$ cat src/cicsr_defs.svh
// constants for the cpu identity, boot option and operating mode registers
// Overview of operation
// - identity register read-only, revision and implementation bytes
// - revision byte holds major and minor nibbles
// - identity upper halfword always reads zero
// - stream option fields captured at reset, read-only
// - boot bits 12 and 3:0 software read/write
// - bit 31 copies stream bit 25, cache absent
// - bits 30:28 copy stream clock ratio bits
// - bits 27:24 copy stream write-back pattern bits
// - block size field fixed at eight-word code
// - bits 21:20 copy stream identifier bits 17:16
// - bit 17 copies stream bit 12, tertiary absent
// - bit 16 copies stream half-multiplier bit 20
// - bit 15 is stream bit 8 or pin
// - check mode and block order read as one
// - bit 12 enables the tertiary cache controller
// - cache size fields report fixed 16 kilobytes
// - cache line-size bits read one, 32 bytes
// - bit 3 enables l2, 2:0 segment policy
// - reverse-endian bit inverts byte order in user only
// - mask bits gate interrupts, bit 7 timer-or-ext5
// - usability field gates coprocessors, cp0 kernel always
// - mode bit 31 allows extended isa in user
`ifndef CICSR_DEFS_SVH
`define CICSR_DEFS_SVH

// ----------------------------------------------------------------
// register addresses and port widths
// ----------------------------------------------------------------
`define CICSR_AW         5
`define CICSR_A_MODE     5'h0c
`define CICSR_A_ID       5'h0f
`define CICSR_A_BOOT     5'h10
`define CICSR_MODE_W     27

// ----------------------------------------------------------------
// mode stream bit positions
// ----------------------------------------------------------------
`define CICSR_MB_WBP_LO  1
`define CICSR_MB_WBP_HI  4
`define CICSR_MB_RAT_LO  5
`define CICSR_MB_RAT_HI  7
`define CICSR_MB_ENDIAN  8
`define CICSR_MB_TMR     11
`define CICSR_MB_L3      12
`define CICSR_MB_SI_LO   16
`define CICSR_MB_SI_HI   17
`define CICSR_MB_HALF    20
`define CICSR_MB_L2      25

// ----------------------------------------------------------------
// fixed field values and reset values
// ----------------------------------------------------------------
`define CICSR_SB_8WORD   2'h1
`define CICSR_BUS_64     2'h0
`define CICSR_SIZE_16K   3'h2
`define CICSR_FIXED_ONE  1'h1
`define CICSR_REG_RST    32'h0000_0000
`define CICSR_CP_LAST    2'h2

`endif

$ cat src/cicsr_pkg.sv
// types for the cpu identity, boot option and operating mode registers
package cicsr_pkg;

  // boot option readback layout, msb first
  typedef struct packed {
    logic       l2_absent_flag;
    logic [2:0] clock_ratio_code;
    logic [3:0] writeback_pattern;
    logic [1:0] l2_block_size;
    logic [1:0] sys_ident;
    logic [1:0] bus_width;
    logic       l3_absent_flag;
    logic       half_clock_flag;
    logic       byte_order_flag;
    logic       check_mode_flag;
    logic       block_order_flag;
    logic       l3_enable;
    logic [2:0] icache_size_code;
    logic [2:0] dcache_size_code;
    logic       icache_line_flag;
    logic       dcache_line_flag;
    logic       l2_enable;
    logic [2:0] kernel_segment_policy;
  } cicsr_boot_t;

  // operating mode layout, only the kept fields are live
  typedef struct packed {
    logic       ext_isa_user_enable;
    logic [2:0] coproc_usable;
    logic [1:0] rsvd_hi;
    logic       user_endian_invert;
    logic [8:0] rsvd_diag;
    logic [7:0] interrupt_mask;
    logic [7:0] rsvd_lo;
  } cicsr_mode_t;

  // privilege level of the running code
  typedef enum logic [1:0] {
    CICSR_KERNEL = 2'b00,
    CICSR_SUPER  = 2'b01,
    CICSR_USER   = 2'b10
  } cicsr_priv_t;

endpackage : cicsr_pkg

$ cat src/cicsr_regs.sv
// identity, boot option and operating mode registers with their side effects
//
// Strobed register access and the address map were chosen for this implementation.
`timescale 1ns/100ps
`include "cicsr_defs.svh"

module cicsr_regs #(
  parameter logic [3:0] REV_MAJOR = 4'h1,
  parameter logic [3:0] REV_MINOR = 4'h0,
  parameter logic [7:0] IMP_CODE  = 8'h5a  // arbitrary value
) (
  input  wire logic                      clk,
  input  wire logic                      rstn,
  input  wire logic [`CICSR_AW-1:0]      addr,
  input  wire logic [31:0]               wdata,
  input  wire logic                      wr_en,
  input  wire logic                      rd_en,
  output logic      [31:0]               rdata,
  input  wire logic [`CICSR_MODE_W-1:0]  mode_bits,
  input  wire logic                      big_endian_pin,
  input  wire cicsr_pkg::cicsr_priv_t    priv,
  input  wire logic [1:0]                sw_int,
  input  wire logic [5:0]                ext_int,
  input  wire logic                      timer_int,
  input  wire logic                      cop_access,
  input  wire logic [1:0]                cop_num,
  output logic      [7:0]                int_request,
  output logic                           cop_fault,
  output logic                           data_big_endian,
  output logic                           ext_isa_ok,
  output logic                           l3_enable,
  output logic                           l2_enable,
  output logic      [2:0]                kernel_segment_policy,
  output logic                           boot_done
);

  // ----------------------------------------------------------------
  // helpers
  // ----------------------------------------------------------------

  // address match, shared by the write and the read path
  function automatic logic addr_hit(input logic [`CICSR_AW-1:0] a,
                                    input logic [`CICSR_AW-1:0] r);
    addr_hit = (a == r);
  endfunction : addr_hit

  // ----------------------------------------------------------------
  // reset release
  // ----------------------------------------------------------------
  logic rst_meta_n;
  logic rst_sync_n;

  // two stages so the release never lands near a clock edge
  always_ff @(posedge clk or negedge rstn) begin
    if (!rstn) begin
      rst_meta_n <= 1'b0;
      rst_sync_n <= 1'b0;
    end else begin
      rst_meta_n <= 1'b1;
      rst_sync_n <= rst_meta_n;
    end
  end

  // ----------------------------------------------------------------
  // register state
  // ----------------------------------------------------------------
  cicsr_pkg::cicsr_boot_t boot;
  cicsr_pkg::cicsr_boot_t next_boot;
  cicsr_pkg::cicsr_boot_t wboot;
  cicsr_pkg::cicsr_mode_t mode;
  cicsr_pkg::cicsr_mode_t next_mode;
  cicsr_pkg::cicsr_mode_t wmode;
  logic                   captured;
  logic                   next_captured;
  logic                   tmr_on_ext;
  logic                   next_tmr_on_ext;
  logic                   wr_boot;
  logic                   wr_mode;

  assign wboot   = cicsr_pkg::cicsr_boot_t'(wdata);
  assign wmode   = cicsr_pkg::cicsr_mode_t'(wdata);
  assign wr_boot = wr_en && addr_hit(addr, `CICSR_A_BOOT);
  assign wr_mode = wr_en && addr_hit(addr, `CICSR_A_MODE);

  // capture the stream once, in the first cycle after release;
  // a warm restart of this block would need a fresh rstn
  always_comb begin
    next_boot       = boot;
    next_mode       = mode;
    next_captured   = 1'b1;
    next_tmr_on_ext = tmr_on_ext;
    if (!captured) begin
      next_boot.l2_absent_flag    = mode_bits[`CICSR_MB_L2];
      next_boot.clock_ratio_code  =
        mode_bits[`CICSR_MB_RAT_HI:`CICSR_MB_RAT_LO];
      next_boot.writeback_pattern =
        mode_bits[`CICSR_MB_WBP_HI:`CICSR_MB_WBP_LO];
      next_boot.sys_ident         =
        mode_bits[`CICSR_MB_SI_HI:`CICSR_MB_SI_LO];
      next_boot.l3_absent_flag    = mode_bits[`CICSR_MB_L3];
      next_boot.half_clock_flag   = mode_bits[`CICSR_MB_HALF];
      next_boot.byte_order_flag   =
        mode_bits[`CICSR_MB_ENDIAN] | big_endian_pin;
      next_tmr_on_ext             = mode_bits[`CICSR_MB_TMR];
    end else if (wr_boot) begin
      // only the software fields take write data
      next_boot.l3_enable             = wboot.l3_enable;
      next_boot.l2_enable             = wboot.l2_enable;
      next_boot.kernel_segment_policy = wboot.kernel_segment_policy;
    end
    // fixed fields, rebuilt every cycle so nothing can disturb them
    next_boot.l2_block_size    = `CICSR_SB_8WORD;
    next_boot.bus_width        = `CICSR_BUS_64;
    next_boot.check_mode_flag  = `CICSR_FIXED_ONE;
    next_boot.block_order_flag = `CICSR_FIXED_ONE;
    next_boot.icache_size_code = `CICSR_SIZE_16K;
    next_boot.dcache_size_code = `CICSR_SIZE_16K;
    next_boot.icache_line_flag = `CICSR_FIXED_ONE;
    next_boot.dcache_line_flag = `CICSR_FIXED_ONE;
    if (wr_mode) begin
      next_mode.ext_isa_user_enable = wmode.ext_isa_user_enable;
      next_mode.coproc_usable       = wmode.coproc_usable;
      next_mode.user_endian_invert  = wmode.user_endian_invert;
      next_mode.interrupt_mask      = wmode.interrupt_mask;
    end
    // fields kept elsewhere read as zero here
    next_mode.rsvd_hi   = '0;
    next_mode.rsvd_diag = '0;
    next_mode.rsvd_lo   = '0;
  end

  // register the state
  always_ff @(posedge clk or negedge rst_sync_n) begin
    if (!rst_sync_n) begin
      boot       <= cicsr_pkg::cicsr_boot_t'(`CICSR_REG_RST);
      mode       <= cicsr_pkg::cicsr_mode_t'(`CICSR_REG_RST);
      captured   <= 1'b0;
      tmr_on_ext <= 1'b0;
    end else begin
      boot       <= next_boot;
      mode       <= next_mode;
      captured   <= next_captured;
      tmr_on_ext <= next_tmr_on_ext;
    end
  end

  // ----------------------------------------------------------------
  // read port
  // ----------------------------------------------------------------
  logic [31:0] next_rdata;

  // data stand one cycle only; unmapped reads answer zero
  always_comb begin
    next_rdata = '0;
    if (rd_en) begin
      if (addr_hit(addr, `CICSR_A_ID)) begin
        next_rdata = {16'h0000, IMP_CODE, REV_MAJOR, REV_MINOR};
      end else if (addr_hit(addr, `CICSR_A_BOOT)) begin
        next_rdata = boot;
      end else if (addr_hit(addr, `CICSR_A_MODE)) begin
        next_rdata = mode;
      end
    end
  end

  always_ff @(posedge clk or negedge rst_sync_n) begin
    if (!rst_sync_n) begin
      rdata <= '0;
    end else begin
      rdata <= next_rdata;
    end
  end

  // ----------------------------------------------------------------
  // effects on the processor
  // ----------------------------------------------------------------
  logic [7:0] pending;
  logic       cop_ok;
  logic       is_user;
  logic [7:0] next_int_request;
  logic       next_cop_fault;
  logic       next_data_big_endian;
  logic       next_ext_isa_ok;

  assign is_user = (priv == cicsr_pkg::CICSR_USER);

  // line 7 carries the timer unless the stream routed ext 5 there
  assign pending = {tmr_on_ext ? ext_int[5] : timer_int, ext_int[4:0], sw_int};

  // cp0 is free in kernel mode; there is no usability bit for cp3
  assign cop_ok = ((cop_num == 2'h0) && (priv == cicsr_pkg::CICSR_KERNEL)) ||
                  ((cop_num <= `CICSR_CP_LAST) && mode.coproc_usable[cop_num]);

  always_comb begin
    next_int_request     = pending & mode.interrupt_mask;
    next_cop_fault       = cop_access && !cop_ok;
    next_data_big_endian = boot.byte_order_flag ^
                           (is_user && mode.user_endian_invert);
    next_ext_isa_ok      = !is_user || mode.ext_isa_user_enable;
  end

  always_ff @(posedge clk or negedge rst_sync_n) begin
    if (!rst_sync_n) begin
      int_request     <= '0;
      cop_fault       <= 1'b0;
      data_big_endian <= 1'b0;
      ext_isa_ok      <= 1'b0;
    end else begin
      int_request     <= next_int_request;
      cop_fault       <= next_cop_fault;
      data_big_endian <= next_data_big_endian;
      ext_isa_ok      <= next_ext_isa_ok;
    end
  end

  // cache controls straight from their flops
  assign l3_enable             = boot.l3_enable;
  assign l2_enable             = boot.l2_enable;
  assign kernel_segment_policy = boot.kernel_segment_policy;
  assign boot_done             = captured;
endmodule : cicsr_regs

$ cat config.mk
export PLATFORM = sky130hd
export DESIGN_NAME = cicsr_regs
export DESIGN_NICKNAME = d
export VERILOG_FILES = /design/src/cicsr_pkg.sv /design/src/cicsr_regs.sv
export VERILOG_INCLUDE_DIRS = /design/src
export SDC_FILE = /design/constraint.sdc
export NUM_CORES = 1
export LEC_CHECK = 0
export BUFFER_PORTS_ARGS = -buffer_cell sky130_fd_sc_hd__buf_2
export CORE_AREA = 2 2 81 91
export DETAILED_ROUTE_END_ITERATION = 6
export DIE_AREA = 0 0 83 93
export GPL_ROUTABILITY_DRIVEN = 0
export GPL_TIMING_DRIVEN = 0
export PLACE_DENSITY = 0.72
export SYNTH_ARGS = -nofsm -noshare
export SYNTH_HDL_FRONTEND = slang
export SYNTH_SLANG_ARGS = --single-unit
$ cat constraint.sdc
create_clock -name clk -period 2.15 [get_ports clk]
set_input_delay 0.43 -clock clk [delete_from_list [all_inputs] [get_ports clk]]
set_output_delay 0.43 -clock clk [all_outputs]
set_load 0.005 [all_outputs]
==> results.json <==
{
  "grt-ovfl-total": 0,
  "fin_util": 0.524,
  "clock_sinks": 72,
  "antenna_cells": 0,
  "tns_ns": 0,
  "powerDensity_nw_per_um2": 840,
  "fmax_mhz": 576,
  "synth-edff-count": 0,
  "critPathMaxStageDelay_ns": 0.50,
  "drive_gt1_frac": 0.522,
  "dr.pass1.iters": 4,
  "grt_setup_unrepaired": "false",
  "power_mw": 3.01,
  "portBuffers": 99,
  "crit_slowest_cell": "clkbuf_1",
  "critPathRequiredTime_ns": 2.37,
  "root_buffer": "clkbuf_8",
  "routedWlPerCell_um": 14.6,
  "ys_types": 30,
  "cts_buffer_depth": 2,
  "yosys_warnings": 0,
  "grt_max_degree": 71,
  "path_cells": "clkbuf_1 -> buf_2 -> mux2_2",
  "die_x_um": 83,
  "synthTopCellsByArea": "dfrtp_1, mux2_2, mux2_4",
  "drc_errors": 0,
  "htree_levels": 3,
  "syn_inst": 192,
  "cts-buffers-inserted": 9,
  "finalHoldViolations": 0,
  "fin_crit_ns": 1.74,
  "ir_drop_mv": 0.445,
  "worstSetupPathType": "register to register",
  "ys_seq_area_frac": 0.659,
  "fin_crit_sh": 0.808,
  "hold_path_class": "input port to register",
  "worst_slew_pin_slew_ns": 0.862,
  "core_sq_um": 6850,
  "crit_path_end_kind": "register",
  "gr-usage-all-layers": 0.161,
  "arrival_ns": 1.95,
  "syn_avg_cell_area_sq_um": 14.2,
  "cp_max_fo": 10,
  "first_iter_violations": 67,
  "maxCapViolCount": 0,
  "grt_pass1_vias": 1969,
  "synth.cell_area_sq_um": 2730,
  "start_util": 0.399,
  "yosysTopAreaCellShare": 0.659,
  "die_y_um": 93,
  "clk_pin_slew_ns": 0.08,
  "finish.net_count": 390,
  "max_slew_margin": 0.425,
  "startpoint_type": "register",
  "drv_slew": 0,
  "yosys_register_bits": 72,
  "ctsResizeCount": 0,
  "leakage_nw": 1.96,
  "clock_skew_ns": 0.00956,
  "antenna_left": 0,
  "cts_tree": "built",
  "postLayoutCellArea_sq_um": 3580,
  "synth_most_common_cell": "dfrtp_1",
  "die_area_sq_um": 7720,
  "area_delta_synth_final_pct": 31.2,
  "antenna_found_initial": 0,
  "vias_per_cell": 4.71,
  "outcome": "finished clean",
  "async_flop_share": 1.00,
  "synth_ff_type": "dfrtp_1",
  "hpwl_um": 4150,
  "std_cell_rows": 32,
  "hold_ws_ns": 0.303,
  "drt_wl_total_um": 5810,
  "clk_latency_ns": 0.34,
  "pin_count": 132,
  "yosysTopAreaCell": "dfrtp_1",
  "grt_pass1_wl_um": 9530,
  "vias": 1868,
  "setup_viol": 0,
  "place_area_sq_um": 3350,
  "nFillCells": 614,
  "synth_common_cells": "dfrtp_1, mux2_2, and3_1"
}
[worst paths after layout]
kind	startpoint	to	slack [ns]	cells past startpoint
min in group asynchronous	rstn	rst_sync_n	0.41	2
max in group asynchronous	rst_sync_n	rdata[1]	1.14	0
worst min-delay path	sw_int[0]	int_request[0]	0.30	2
worst min register to register	rst_meta_n	rst_sync_n	0.36	0
worst max register to register	boot[22]	boot[20]	0.41	3
worst max-delay path	boot[22]	boot[20]	0.41	3
[layout make-up]
type | count | area, sq um | area share
Clock buffer | 11 | 141 | 0.0394
Multi-Input combinational cell | 107 | 837 | 0.234
Timing Repair Buffer | 100 | 505 | 0.141
Sequential cell | 72 | 1810 | 0.504
Clock inverter | 5 | 80.1 | 0.0223
Buffer | 17 | 109 | 0.0304
Tap cell | 85 | 106 | 0.0297
[timing repair]
action	4_1_cts	5_1_grt
buffers inserted	0	0
hold buffers	1	0
hold endpoints to repair	2	0
[cells by family after synthesis]
family / after synthesis / share of synthesized area
other: 2 / 0.00275
XOR/XNOR: 1 / 0.00321
buffers and inverters: 17 / 0.0398
flip-flops: 72 / 0.659
multiplexers: 32 / 0.145
AO/OA/AOI/OAI: 18 / 0.0426
AND/OR/NAND/NOR: 50 / 0.107
[cell usage in the layout, fill, tap and decap left out, types with 2 or more instances in the layout]
cell type   count
dfrtp_1        71
bufinv_16       2
and2_1          8
clkbuf_8       10
a21boi_0        2
nand2_1         6
buf_2         102
conb_1          6
a22oi_1         6
clkinvlp_4      2
clkbuf_1        5
nor2b_1         5
and3_1         13
buf_4           9
nor2_1          9
mux2_2         21
mux2_4         10
a21oi_1         7
[layer usage]
layer,wire length (um),vias up,GRT usage
met4,149,0,0.0792
met5,0,-,0
met1,2360,910,0.187
li1,-,869,-
met2,2900,73,0.267
met3,403,16,0.0547
[power by group]
part	leakage, nW	switching, mW	total [mW]	internal, mW
combinational	0.922	0.0979	0.286	0.188
clock	0.106	0.482	1.17	0.683
sequential	0.933	0.0902	1.56	1.47
[through the flow]
step,setup slack (ns),instances
floorplan,0.591,196
global placement,0.277,380
detailed placement,0.287,380
CTS,0.384,397
global route,0.319,397
finish,0.413,397
[state kept, by name, summed over array words and instances (netlist names)]
register and cells:
data_big_endian 1, tmr_on_ext 1, l3_enable 1, int_request 8, mode 13, cop_fault 1, l2_enable 1, kernel_segment_policy 3
boot 14, ext_isa_ok 1, rst_meta_n 1, rdata 26, rst_sync_n 1
[worst max-delay path, delay by kind of cell, from the launching register on]
| family | cells | cell delay [ns] |
|---|---|---|
| multiplexers | 1 | 0.38 |
| flip-flops | 1 | 0.35 |
| buffers and inverters | 2 | 0.89 |
Power figures use the tool's default switching activity.
